==> src/hw/uart_flags_pkg.sv <==
// Constants shared by the serial control and flag logic and its bus port.
// Assumes a single 125 MHz clock domain and a 32-bit AHB-Lite register bus.
package uart_flags_pkg;

  // ****************************************************************
  // Register byte offsets and word indexes
  // ****************************************************************
  // Byte offset of the serial control register.
  localparam logic [7:0] CTRL_OFFSET       = 8'h00;
  // Byte offset of the interrupt status view, write one to clear.
  localparam logic [7:0] IRQ_STATUS_OFFSET = 8'h04;
  // Byte offset of the interrupt mask register.
  localparam logic [7:0] IRQ_MASK_OFFSET   = 8'h08;
  // Word indexes decoded from haddr[7:2].
  localparam logic [5:0] CTRL_INDEX        = CTRL_OFFSET[7:2];
  localparam logic [5:0] IRQ_STATUS_INDEX  = IRQ_STATUS_OFFSET[7:2];
  localparam logic [5:0] IRQ_MASK_INDEX    = IRQ_MASK_OFFSET[7:2];
  // Index given to every address above 0xff or of a size other than a word.
  localparam logic [5:0] UNMAPPED_INDEX    = 6'h3f;

  // ****************************************************************
  // Field positions of the control register
  // ****************************************************************
  localparam int RX_DONE_POS   = 0;
  localparam int TX_DONE_POS   = 1;
  localparam int NINTH_RX_POS  = 2;
  localparam int NINTH_TX_POS  = 3;
  localparam int RX_ENABLE_POS = 4;
  localparam int MP_ENABLE_POS = 5;

  // ****************************************************************
  // Reset values and bus encodings
  // ****************************************************************
  // Control register after reset: receiver off, flags clear.
  localparam logic [7:0] CTRL_RESET     = 8'h00;
  // Interrupt mask after reset: both sources masked.
  localparam logic [1:0] IRQ_MASK_RESET = 2'h0;
  // Transfer type whose top bit marks an active transfer.
  localparam logic [1:0] HTRANS_NONSEQ  = 2'h2;
  // Only whole-word transfers are served.
  localparam logic [2:0] HSIZE_WORD     = 3'h2;
  // OKAY response.
  localparam logic       HRESP_OKAY     = 1'h0;

endpackage

==> src/hw/ahb_word_port.sv <==
// AHB-Lite slave front end: decodes the address phase into a read index
// and a registered write strobe for the data phase.
// Assumes a single slave on the bus, so hready is this slave's hreadyout.
`timescale 1ns/100ps
module ahb_word_port
(
  // Clock and reset
  input  wire logic        hclk,
  input  wire logic        hresetn,
  // AHB-Lite address phase
  input  wire logic        hsel,
  input  wire logic [31:0] haddr,
  input  wire logic [1:0]  htrans,
  input  wire logic        hwrite,
  input  wire logic [2:0]  hsize,
  input  wire logic        hready,
  // AHB-Lite data phase
  input  wire logic [31:0] hwdata,
  // Decoded accesses
  output logic             rd_en,
  output logic [5:0]       rd_index,
  output logic             wr_en,
  output logic [5:0]       wr_index,
  output logic [7:0]       wr_data
);

  // ****************************************************************
  // State
  // ****************************************************************
  typedef struct packed
  {
    logic       wr_pending;   // A write data phase is under way.
    logic [5:0] wr_index;     // Register index captured in the address phase.
  } port_state_t;

  port_state_t s_reg;         // Registered state.
  port_state_t s_next;        // Next state.
  logic        take;          // Address phase accepted this edge.
  logic [5:0]  index;         // Decoded index of the current address.

  // Decode the address phase; anything above 0xff or not a whole word goes
  // to the unmapped index, which reads zero and drops writes.
  always_comb
  begin
    take  = hsel && hready && htrans[1];
    index = uart_flags_pkg::UNMAPPED_INDEX;
    if ((haddr[31:8] == 24'h000000) && (hsize == uart_flags_pkg::HSIZE_WORD))
    begin
      index = haddr[7:2];
    end
    s_next            = s_reg;
    s_next.wr_pending = take && hwrite;
    if (take)
    begin
      s_next.wr_index = index;
    end
  end

  // Register the pending write so it lands with hwdata.
  always_ff @(posedge hclk or negedge hresetn)
  begin
    if (!hresetn)
    begin
      s_reg <= '0;
    end
    else
    begin
      s_reg <= s_next;
    end
  end

  // Reads are served from the address phase; writes from the data phase.
  assign rd_en    = take && !hwrite;
  assign rd_index = index;
  assign wr_en    = s_reg.wr_pending;
  assign wr_index = s_reg.wr_index;
  assign wr_data  = hwdata[7:0];

endmodule

==> src/hw/rx_accept_filter.sv <==
// Receive frame qualifier: decides whether a finished frame is accepted
// and which sampled bit becomes the ninth received bit.
// Assumes frame inputs come from the shifter on the same clock.
`timescale 1ns/100ps
module rx_accept_filter
(
  // Configuration
  input  wire logic mode_9bit,
  input  wire logic mp_enable,
  input  wire logic receive_enable,
  // Frame end from the shifter
  input  wire logic frame_done,
  input  wire logic stop_bit,
  input  wire logic ninth_bit,
  // Decision
  output logic      accept,
  output logic      ninth_value
);

  logic select_bit;           // Bit that the filter looks at.

  // The filter bit is the ninth bit in 9-bit mode, else the stop bit.
  always_comb
  begin
    select_bit  = mode_9bit ? ninth_bit : stop_bit;
    ninth_value = select_bit;
    accept      = 1'b0;
    if (frame_done && receive_enable)
    begin
      accept = mp_enable ? select_bit : 1'b1;
    end
  end

endmodule

==> src/hw/uart_serial_control_flags.sv <==
// Serial port control and flag register with its interrupt request.
// Assumes the bit shifter runs on hclk and gives one-cycle frame pulses.
//
// The AHB-Lite interface to the registers and the register offsets were decided locally.
`timescale 1ns/100ps
module uart_serial_control_flags
(
  // Clock and reset
  input  wire logic        hclk,
  input  wire logic        hresetn,
  // AHB-Lite slave
  input  wire logic        hsel,
  input  wire logic [31:0] haddr,
  input  wire logic [1:0]  htrans,
  input  wire logic        hwrite,
  input  wire logic [2:0]  hsize,
  input  wire logic        hready,
  input  wire logic [31:0] hwdata,
  output logic      [31:0] hrdata,
  output logic             hreadyout,
  output logic             hresp,
  // Shifter events and mode
  input  wire logic        mode_9bit,
  input  wire logic        rx_frame_done,
  input  wire logic        rx_stop_bit,
  input  wire logic        rx_ninth_bit,
  input  wire logic        tx_data8_done,
  input  wire logic        tx_stop_start,
  // Shifter controls
  output logic             receive_enable_bit,
  output logic             ninth_tx_bit,
  output logic             mp_filter_enable,
  // Interrupt
  output logic             serial_irq
);

  // ****************************************************************
  // State
  // ****************************************************************
  typedef struct packed
  {
    logic       hready;       // Ready answer, high from reset onward.
    logic       hresp;        // Response, always OKAY.
    logic [7:0] rdata;        // Read data for the current data phase.
    logic       irq;          // Interrupt request level.
    logic [1:0] mask;         // Interrupt mask, same layout as the status.
    logic       mp_enable;    // Multiprocessor address filter.
    logic       rx_enable;    // Receiver enable.
    logic       ninth_tx;     // Ninth transmit bit.
    logic       ninth_rx;     // Ninth receive bit.
    logic       tx_done;      // Transmit done flag.
    logic       rx_done;      // Receive done flag.
  } flags_state_t;

  flags_state_t s_reg;        // Registered state.
  flags_state_t s_next;       // Next state.

  // Decoded bus accesses.
  logic       rd_en;          // Read address phase accepted.
  logic [5:0] rd_index;       // Register index of the read.
  logic       wr_en;          // Write data phase completes this edge.
  logic [5:0] wr_index;       // Register index of the write.
  logic [7:0] wr_data;        // Low byte of the written word.

  // Receive decision.
  logic       rx_accept;      // Frame accepted by the filter.
  logic       rx_ninth_value; // Bit that becomes the ninth receive bit.
  logic       tx_event;       // Transmit done event for the current mode.
  logic [7:0] ctrl_view;      // Control register as software reads it.

  // ****************************************************************
  // Bus front end and receive filter
  // ****************************************************************
  ahb_word_port u_port
  (
    .hclk     (hclk),
    .hresetn  (hresetn),
    .hsel     (hsel),
    .haddr    (haddr),
    .htrans   (htrans),
    .hwrite   (hwrite),
    .hsize    (hsize),
    .hready   (hready),
    .hwdata   (hwdata),
    .rd_en    (rd_en),
    .rd_index (rd_index),
    .wr_en    (wr_en),
    .wr_index (wr_index),
    .wr_data  (wr_data)
  );

  rx_accept_filter u_filter
  (
    .mode_9bit      (mode_9bit),
    .mp_enable      (s_reg.mp_enable),
    .receive_enable (s_reg.rx_enable),
    .frame_done     (rx_frame_done),
    .stop_bit       (rx_stop_bit),
    .ninth_bit      (rx_ninth_bit),
    .accept         (rx_accept),
    .ninth_value    (rx_ninth_value)
  );

  // ****************************************************************
  // Next-state logic
  // ****************************************************************
  // Software writes are applied first and hardware sets last, so an
  // event landing in the same cycle as a clear is never lost.
  always_comb
  begin
    s_next        = s_reg;
    s_next.hready = 1'b1;
    s_next.hresp  = uart_flags_pkg::HRESP_OKAY;
    if (wr_en)
    begin
      case (wr_index)
        uart_flags_pkg::CTRL_INDEX:
        begin
          // Ninth receive bit is status only and ignores writes.
          s_next.mp_enable = wr_data[uart_flags_pkg::MP_ENABLE_POS];
          s_next.rx_enable = wr_data[uart_flags_pkg::RX_ENABLE_POS];
          s_next.ninth_tx  = wr_data[uart_flags_pkg::NINTH_TX_POS];
          s_next.tx_done   = wr_data[uart_flags_pkg::TX_DONE_POS];
          s_next.rx_done   = wr_data[uart_flags_pkg::RX_DONE_POS];
        end
        uart_flags_pkg::IRQ_STATUS_INDEX:
        begin
          // Writing one clears the flag; zero leaves it.
          if (wr_data[uart_flags_pkg::TX_DONE_POS])
          begin
            s_next.tx_done = 1'b0;
          end
          if (wr_data[uart_flags_pkg::RX_DONE_POS])
          begin
            s_next.rx_done = 1'b0;
          end
        end
        uart_flags_pkg::IRQ_MASK_INDEX:
        begin
          s_next.mask = wr_data[1:0];
        end
        default:
        begin
          // Unmapped writes are dropped.
          s_next.mask = s_reg.mask;
        end
      endcase
    end
    if (rx_accept)
    begin
      s_next.rx_done  = 1'b1;
      s_next.ninth_rx = rx_ninth_value;
    end
    if (tx_event)
    begin
      s_next.tx_done = 1'b1;
    end
    s_next.irq = (s_next.tx_done && s_next.mask[1]) || (s_next.rx_done && s_next.mask[0]);
    // Reads see the state as it stands after this edge's write.
    ctrl_view = {2'h0, s_next.mp_enable, s_next.rx_enable, s_next.ninth_tx,
                 s_next.ninth_rx, s_next.tx_done, s_next.rx_done};
    if (rd_en)
    begin
      case (rd_index)
        uart_flags_pkg::CTRL_INDEX:
        begin
          s_next.rdata = ctrl_view;
        end
        uart_flags_pkg::IRQ_STATUS_INDEX:
        begin
          s_next.rdata = {6'h00, s_next.tx_done, s_next.rx_done};
        end
        uart_flags_pkg::IRQ_MASK_INDEX:
        begin
          s_next.rdata = {6'h00, s_next.mask};
        end
        default:
        begin
          s_next.rdata = 8'h00;
        end
      endcase
    end
  end

  // Transmit done comes after the eighth bit in 8-bit mode and at the
  // start of the stop bit in 9-bit mode; the other pulse is ignored.
  assign tx_event = mode_9bit ? tx_stop_start : tx_data8_done;

  // ****************************************************************
  // State register
  // ****************************************************************
  // All state resets to constants; the ready answer comes up high.
  always_ff @(posedge hclk or negedge hresetn)
  begin
    if (!hresetn)
    begin
      s_reg           <= '0;
      s_reg.hready    <= 1'b1;
      s_reg.mask      <= uart_flags_pkg::IRQ_MASK_RESET;
      s_reg.rx_enable <= uart_flags_pkg::CTRL_RESET[uart_flags_pkg::RX_ENABLE_POS];
    end
    else
    begin
      s_reg <= s_next;
    end
  end

  // ****************************************************************
  // Outputs
  // ****************************************************************
  assign hrdata             = {24'h000000, s_reg.rdata};
  assign hreadyout          = s_reg.hready;
  assign hresp              = s_reg.hresp;
  assign receive_enable_bit = s_reg.rx_enable;
  assign ninth_tx_bit       = s_reg.ninth_tx;
  assign mp_filter_enable   = s_reg.mp_enable;
  assign serial_irq         = s_reg.irq;
endmodule
==> config.mk <==
export PLATFORM = sky130hd
export DESIGN_NAME = uart_serial_control_flags
export DESIGN_NICKNAME = d
export VERILOG_FILES = /design/src/hw/uart_flags_pkg.sv /design/src/hw/ahb_word_port.sv /design/src/hw/rx_accept_filter.sv /design/src/hw/uart_serial_control_flags.sv
export SDC_FILE = /design/constraint.sdc
export NUM_CORES = 1
export LEC_CHECK = 0
export ABC_AREA = 1
export BUFFER_PORTS_ARGS = -buffer_cell sky130_fd_sc_hd__buf_4
export CAP_MARGIN = 25
export CORE_UTILIZATION = 41
export DETAILED_ROUTE_END_ITERATION = 8
export PLACE_DENSITY = 0.95
export SLEW_MARGIN = 0
export SYNTH_ARGS = -nofsm -noshare
export SYNTH_HDL_FRONTEND = slang
export SYNTH_SLANG_ARGS = --single-unit
==> constraint.sdc <==
create_clock -name hclk -period 3.5 [get_ports hclk]
set_input_delay 0.525 -clock hclk [delete_from_list [all_inputs] [get_ports hclk]]
set_output_delay 0.525 -clock hclk [all_outputs]
set_load 0.03 [all_outputs]
-- Word level (Yosys, flattened, before mapping)
Index checks and enable logic that the tools add are counted.
- add/subtract/negate cells: 0
- $mul: 0
- div/mod/pow operators: 0
- order comparisons: 0
- equality and inequality tests: 5
- shift operators: 0
- muxes and demuxes: 16
- bitwise operators: 0
- reduce and logical (&&, ||, !) cells: 13
- operators with widths (cell ; count):
    24-bit zero test ; 1
    6-bit one-hot mux with 3 select lines ; 1
    6-bit by 1-bit equality test with 1-bit output (second input constant) ; 2
    6-bit by 2-bit equality test with 1-bit output (second input constant) ; 2
    6-bit zero test ; 2
    1-bit 2-to-1 mux ; 9
    1-bit logical AND ; 8
    6-bit 2-to-1 mux ; 1
    5-bit 2-to-1 mux ; 1
    2-bit 2-to-1 mux ; 2
    2-bit one-hot mux with 2 select lines ; 1
    3-bit by 2-bit equality test with 1-bit output (second input constant) ; 1
    3-bit 2-to-1 mux ; 1
    1-bit zero test ; 1
    1-bit logical OR ; 1
- flip-flop bits (word level): 24
- latch bits: 0
- memory bits (writable): 0
- ROM bits: 0
- bits of input ports: 80
- output and inout bits: 38
- logic and storage cells: 45
- memories: 0

-- Depth between registers and ports, before layout
Gate-level depths: netlist (run 1).
- depth after elaboration: 6
- depth in mapped cells: 11
- depth with buffers taken out: 11

-- Modules after synthesis
From an unflattened synthesis (run 1), not the netlist that was laid out.
- cells, all modules: 235
- area, all modules: 1649.1 sq um
- by module, submodules not included (module ; instances ; cells an instance ; area each (sq um) ; seq. area each (sq um)):
    uart_serial_control_flags ; 1 ; 131 ; 1002.2 ; 375.4
    ahb_word_port ; 1 ; 95 ; 604.3 ; 175.2
    rx_accept_filter ; 1 ; 9 ; 42.5 ; 0.0

-- Worst setup path before layout (run 1)
OpenSTA, ideal clock, no wires.
- kind: input -> register
- start point: input haddr[31]
- end point: register s_reg, in the netlist hrdata[2]
- setup time: 0.076 ns
- data arrival time: 1.386 ns
- required time: 3.424 ns
- path slack: 2.037 ns
- stages: 9
- path buffers: 0
- path through: nor2_1 > nand2_1 > nor2_1 > nand2_1 > nor2_4 > nand3_4 > nor2_4 > nand2_2 > o21ai_1
- cells in the longest elaborated chain, start to end: 5
- elaborated cells on any way between the ends: 7
- those cells by class: 2 x eq/ne; 2 x mux; 3 x reduce/logical
- ends and longest elaborated chain (item ; RTL line ; source):
    start, declared ; uart_serial_control_flags.sv:13 ; input wire logic [31:0] haddr,
    24-bit zero test * ; ahb_word_port.sv:47 ; if ((haddr[31:8] == 24'h000000) && (hsize == uart_flags_pkg::HSIZE_WORD))
    1-bit logical AND * ; ahb_word_port.sv:47 ;
    6-bit 2-to-1 mux * ; ahb_word_port.sv:47 ;
    6-bit by 2-bit equality test with 1-bit output (tied with other cells) ; uart_serial_control_flags.sv:164 ; case (rd_index)
    6-bit one-hot mux with 3 select lines * ; uart_serial_control_flags.sv:164 ;
    end signal, assigned ; uart_serial_control_flags.sv:204 ; s_reg <= s_next;
    end, declared ; uart_serial_control_flags.sv:55 ; flags_state_t s_reg;
Every way passes the cells marked *; elsewhere a longest branch is shown, timed or not.
A chain may end at the register's enable or synchronous reset.

-- Final worst setup path (run 1)
- start point: register u_port.s_reg, in the netlist u_port.wr_index[3]
- end point: register s_reg, in the netlist hrdata[0]
- cells in the longest elaborated chain, start to end: 5
- elaborated cells on any way between the ends: 9
- those cells by class: 2 x eq/ne; 6 x mux; 1 x reduce/logical
- ends and longest elaborated chain (item ; RTL line ; source):
    start, declared ; ahb_word_port.sv:36 ; port_state_t s_reg;
    start signal, assigned ; ahb_word_port.sv:68 ; s_reg <= s_next;
    6-bit by 1-bit equality test with 1-bit output or 6-bit zero test (tied branches) ; uart_serial_control_flags.sv:116 ; case (wr_index)
    2-bit one-hot mux with 2 select lines * ; uart_serial_control_flags.sv:116 ;
    2-bit 2-to-1 mux * ; uart_serial_control_flags.sv:114 ; if (wr_en)
    1-bit 2-to-1 mux * ; uart_serial_control_flags.sv:149 ; if (rx_accept)
    via ctrl_view[0] ; uart_serial_control_flags.sv:69 ; logic [7:0] ctrl_view;
    6-bit one-hot mux with 3 select lines * ; uart_serial_control_flags.sv:164 ;
The timed path passes the listed nets; every way through them passes the cells marked *.

==> impl_metrics.toml, run 1 <==
[global_route]
grt_max_degree = 23
antenna_found_initial = 0
gr-usage-met1_pct = 18.85
grt.busiest_layer = "met2"
grtUsageMet2_pct = 30.61
grtUsageMet3_pct = 2.345
grt_usage_pct = 16.25
grt-ovfl-total = 0
grt_pass1_wl_microns = 4567
grt_pass1_vias = 1196

[route]
vias_per_cell = 4.264
vias = 1211
firstDrtPassIters = 4
routed_wl_microns = 2812
post_drt_wl_per_cell_microns = 9.901
drt_iter0_drc = 22
post-route-drc-count = 0
postRouteAntennaNets = 0

[placement]
hpwl_microns = 2336
port_buffers = 59
gp_congestion = 0.7453

[setup_path]
startpoint_type = "flip-flop"
timing.rr.end = "hrdata[0]"
ff2ff_path_depth = 10
cp_max_fo = 5
regToRegSetupSlack_ns = 2.01
critPathRequiredTime_ns = 3.71
r2r_start = "u_port.wr_index[3]"
critPathKind = "flip-flop to flip-flop"
critPathCaptureType = "flip-flop"
cp.arrival_ns = 1.70

[hold_path]
hold_path_class = "input pin to async pin"

[clocking]
cts_tree = "yes"
path_clk_slew_ns = 0.12
hold_buffers = 0
htreeDepth = 1
cts_sinks = 22
root_buffer = "clkbuf_4"
max-clock-path-buffers = 2
cts_buffers = 3
post_cts_buffers = 0
worstSkewPairLatency_ns = 0.30
cts.repair.resized = 0

[power_and_ir_drop]
power_switching_w = 0.0001468
p_leak_nw = 0.8673
ir_worst_vdd_mv = 0.1698
clkPwrFrac_pct = 26.3
combPwrFrac_pct = 23.0
p_total_w = 0.0005137
p_per_area_nw_per_um2 = 287.5
swShare_pct = 28.58
p_seq_share_pct = 50.7
cell_internal_pwr_w = 0.0003669

[outcome]
run_status = "completed"

[sta]
slew_viol_final = 0
finalSetupViolations = 0
finClkSkew_ns = 0.01039
hold_violations = 0
max_freq_ghz = 0.6693
fin_tns_setup_ns = 0
min_period_ns = 1.494
finalCritPeriodShare_pct = 42.69
rsz0062_at_grt = "false"

[final_layout]
fillers = 303
final_cell_mix = "59 x buf_4, 46 x nand2_1, 28 x conb_1, 24 x nor2_1, 22 x dfrtp_1"
final_common_cell = "buf_4"
insertedDiodeCount = 0
fin_nets = 321
area_delta_synth_final_pct = 26.71
final_layout_size_suffix_gt1_share_pct = 30.00

[floorplanning]
die_h_microns = 60.65
die_w_microns = 60.65
fp-row-count = 20
coreArea_sq_um = 3153
ios = 118
initial_core_util_pct = 44.72
die_area_sq_um = 3678

[yosys]
synth_seq_cells = 22
synth.yosys.seq_area_share_pct = 39.04
yosysUniqueCellTypes = 23
syn_avg_cell_area_sq_um = 7.622
postSynthCellCount = 185
synth_area_sq_um = 1410
yosysWarnings = 0

[run]
drv_cap = 0
## per-stage QoR
stage | instance area [sq um] | hold slack, ns | setup slack (ns) | util (%) | std cells
2_1_floorplan | 1508 | 0.2294 | 2.037 | - | 211
3_3_place_gp | 1750 | 0.4209 | 1.808 | 55.52 | 280
3_5_place_dp | 1750 | 0.4261 | 1.765 | 55.52 | 280
4_1_cts | 1787 | 0.08940 | 1.993 | 56.67 | 284
5_1_grt | 1787 | 0.08718 | 1.847 | 56.67 | 284
6_report | 1787 | 0.07945 | 2.006 | 56.67 | 284
## critical path: stages, from the launching register on
cell and delay, ns:
dfrtp_1 0.41, nor2_1 0.13, nand2_2 0.12, nor2_2 0.14, nand2_1 0.09, o21ai_1 0.12
nand3_1 0.13, nand2_1 0.10, nand2_1 0.06, nand2_1 0.05, nand2_1 0.05
## metal layers
| layer | vias to the layer above | wire, microns | share of wire [%] |
|---|---|---|---|
| met5 | - | 0 | 0 |
| met4 | 0 | 29 | 1.0 |
| met3 | 4 | 127 | 4.5 |
| met2 | 41 | 1466 | 52 |
| met1 | 536 | 1190 | 42 |
| li1 | 630 | - | - |
## logic make-up (layout without fill, tap and decap cells)
group,after synthesis,count (layout),synth area share (%)
other cells,2,28,0.5326
buf+inv,53,82,23.16
simple gates,86,86,28.13
compound gates,22,22,9.140
flops,22,22,39.04
## layout make-up
| type | instances | area, sq um | share of cell area [%] |
|---|---|---|---|
| multi-input cells | 136 | 630.6 | 35.29 |
| well taps | 44 | 55.05 | 3.081 |
| inverters | 19 | 71.32 | 3.992 |
| clock buffers | 4 | 36.28 | 2.031 |
| repair buffers | 59 | 442.9 | 24.79 |
| flip-flops and latches | 22 | 550.5 | 30.81 |
## cells in the mapped netlist (all sizes together)
cell | instances | area share (%)
nor3 | 1 | 0.35
buf | 34 | 18
nand2 | 48 | 13
nor2 | 28 | 8.9
inv | 18 | 4.8
o21ai | 14 | 5.0
o2111ai | 1 | 0.62
dfrtp | 22 | 39
clkinv | 1 | 0.27
a31oi | 1 | 0.44
a22o | 1 | 0.62
nor4 | 1 | 1.5
o211ai | 1 | 0.53
nand3 | 7 | 3.4
o22ai | 3 | 1.3
nor3b | 1 | 0.89
conb | 2 | 0.53
o22a | 1 | 0.62
## how the worst max path moves through the flow
| stage | endpoint | startpoint | slack (ns) | cells past startpoint |
|---|---|---|---|---|
| after global routing | hrdata[4] | u_port.wr_index[3] | 1.85 | 7 |
| after global placement | hrdata[2] | haddr[13] | 1.81 | 10 |
| after detailed placement | hrdata[2] | haddr[13] | 1.77 | 10 |
| after floorplan | hrdata[2] | haddr[31] | 2.04 | 9 |
| after CTS | hrdata[0] | u_port.wr_index[3] | 1.99 | 10 |
| final | hrdata[0] | u_port.wr_index[3] | 2.01 | 10 |
## power groups by stage
stage | clock network, W | registers, W | logic [W]
finish | 0.000135 | 0.000261 | 0.000118
global route | 0.000149 | 0.000262 | 0.000129
CTS | 0.000136 | 0.000261 | 0.000118
detailed placement | 0 | 0.000266 | 0.000118
global placement | 0 | 0.000266 | 0.000115
floorplan | 0 | 0.000269 | 0.0000833
Power figures use the tool's default switching activity.
==> inputs of run 2 (changes only) <==
Settings changed: CORE_UTILIZATION 41 to 38, PLACE_DENSITY 0.95 to 0.9.
Clock period 3.5 ns to 1.5 ns, I/O delays scaled along.
==> run 2 against run 1 <==
Compared with the run above: highest routed layer unchanged; die area up 7.6%; combinational power grew 140%; global-route usage decreased by 1.4 points; critical endpoint is now hrdata[1]; critical path type unchanged.
==> impl_metrics.toml, run 2 (synthesis gave the netlist of run 1 again) <==
[route]
drt_iter0_drc = 17
post-route-drc-count = 0
routed_wl_microns = 3142
post_drt_wl_per_cell_microns = 10.69
vias_per_cell = 4.310
firstDrtPassIters = 4
vias = 1267
postRouteAntennaNets = 0

[final_layout]
final_common_cell = "buf_4"
insertedDiodeCount = 0
postLayoutCoreUtil_pct = 55.80
fin_nets = 329
fillers = 308
final_cells = 294
area_delta_synth_final_pct = 36.20
final_layout_size_suffix_gt1_share_pct = 35.48
final_cell_mix = "66 x buf_4, 44 x nand2_1, 28 x conb_1, 22 x dfrtp_1, 21 x nor2_1"

[power_and_ir_drop]
ir_worst_vdd_mv = 0.4705
p_leak_nw = 0.9257
cell_internal_pwr_w = 0.001069
p_per_area_nw_per_um2 = 750.4
p_seq_share_pct = 42.2
clkPwrFrac_pct = 38.2
swShare_pct = 25.84
power_switching_w = 0.0003725
combPwrFrac_pct = 19.6

[floorplanning]
ios = 118
die_h_microns = 62.92
die_w_microns = 62.92
die_area_sq_um = 3958
initial_core_util_pct = 40.97
coreArea_sq_um = 3442
fp-row-count = 21

[placement]
port_buffers = 59
dp_cells = 284
gp_congestion = 0.7623
hpwl_microns = 2295

[setup_path]
critPathRequiredTime_ns = 1.66
critPathCaptureType = "flip-flop"
cp.arrival_ns = 1.65
critPathBufInv = 0
startpoint_type = "flip-flop"
cpLargestDelayFamily = "simple AND/OR/NAND/NOR gates"
cp_max_fo = 3
cpMostUsedCell = "nand2_1"
slowest_delay_ns = 0.40
crit_path_top_delay_cell = "dfrtp_1"
critPathKind = "flip-flop to flip-flop"
cp_cell_sequence = "nor2_2, nand2_2, nor2_4, nand2_2, o21ai_1, nand2_1, nand2_1, nand2_1, nand2_1, nand2_1"

[global_route]
grt_usage_pct = 14.80
grt_max_degree = 23
grt_pass1_wl_microns = 4698
antenna_found_initial = 0
grt-ovfl-total = 0
grt_pass1_vias = 1150

[sta]
slew_viol_final = 0
hold_slack_ns = 0.1816
max_freq_ghz = 0.6729
hold_violations = 0
min_period_ns = 1.486
finClkSkew_ns = 0.002605
finalSetupViolations = 0
finalCritPeriodShare_pct = 99.08
rsz0062_at_grt = "true"

[outcome]
run_status = "completed"

[clocking]
max-clock-path-buffers = 2
htreeDepth = 1
cts_buffers = 3
worstSkewPairLatency_ns = 0.26
path_clk_slew_ns = 0.08
root_buffer = "clkbuf_8"
cts_tree = "yes"
cts_sinks = 22

[hold_path]
hold_path_class = "input pin to flip-flop"

[run]
drv_cap = 0
run 2: worst register-to-register path: stages, from the launching register on:
cell and delay, ns:
dfrtp_1 0.40, nor2_2 0.12, nand2_2 0.12, nor2_4 0.15
nand2_2 0.06, o21ai_1 0.12, nand2_1 0.12, nand2_1 0.10
nand2_1 0.07, nand2_1 0.06, nand2_1 0.05
run 2: final cells by class:
cell class | count | area (sq um) | area share, %
Tap cell | 46 | 57.56 | 2.997
Clock inverter | 1 | 30.03 | 1.564
Sequential cell | 22 | 550.5 | 28.66
Clock buffer | 3 | 41.29 | 2.150
Inverter | 19 | 71.32 | 3.713
Timing Repair Buffer | 67 | 505.5 | 26.32
Multi-Input combinational cell | 136 | 664.4 | 34.59
run 2: final timing paths:
check	end	start	cells after the start	slack, ns
max	hrdata[1]	u_port.wr_index[3]	10	0.01
min reg2reg	hrdata[1]	hrdata[1]	2	0.51
min in group asynchronous	receive_enable_bit	hresetn	2	0.37
max reg2reg	hrdata[1]	u_port.wr_index[3]	10	0.01
min	u_port.wr_en	hwrite	3	0.18
max in group asynchronous	u_port.wr_index[1]	hresetn	2	0.91
run 2: metrics by stage:
step / total power [W] / worst slack (ns) / TNS [ns] / cell area [sq um]
6_report: 0.001441 / 0.01384 / 0 / 1921
4_1_cts: 0.001436 / 0.009494 / 0 / 1862
3_5_place_dp: 0.0008944 / 0.001120 / 0 / 1768
5_1_grt: 0.001500 / -0.1025 / -0.3233 / 1921
3_3_place_gp: 0.0008907 / 0.05287 / 0 / 1768
2_1_floorplan: 0.0008210 / 0.2062 / 0 / 1508
run 2: power by group through the flow:
stage	Sequential, W	Combinational [W]	Clock, W
6_report	0.000608	0.000282	0.000551
5_1_grt	0.000610	0.000306	0.000584
4_1_cts	0.000608	0.000278	0.000550
3_5_place_dp	0.000620	0.000275	0
3_3_place_gp	0.000620	0.000271	0
2_1_floorplan	0.000627	0.000194	0
run 2: per-layer routing:
| metal | vias to the layer above | GRT usage, % | part of all wire, % |
|---|---|---|---|
| met5 | - | 0 | 0 |
| met4 | 0 | 3.779 | 1.2 |
| met3 | 5 | 1.460 | 3.6 |
| met2 | 36 | 28.49 | 56 |
| met1 | 579 | 17.07 | 39 |
| li1 | 647 | - | - |
run 2: timing repair:
action,CTS,global route
hold buffers,1,0
hold endpoints to repair,22,0
buffers inserted,1,4
pin swaps,2,6
resized for setup,1,11
setup endpoints to repair,1,6
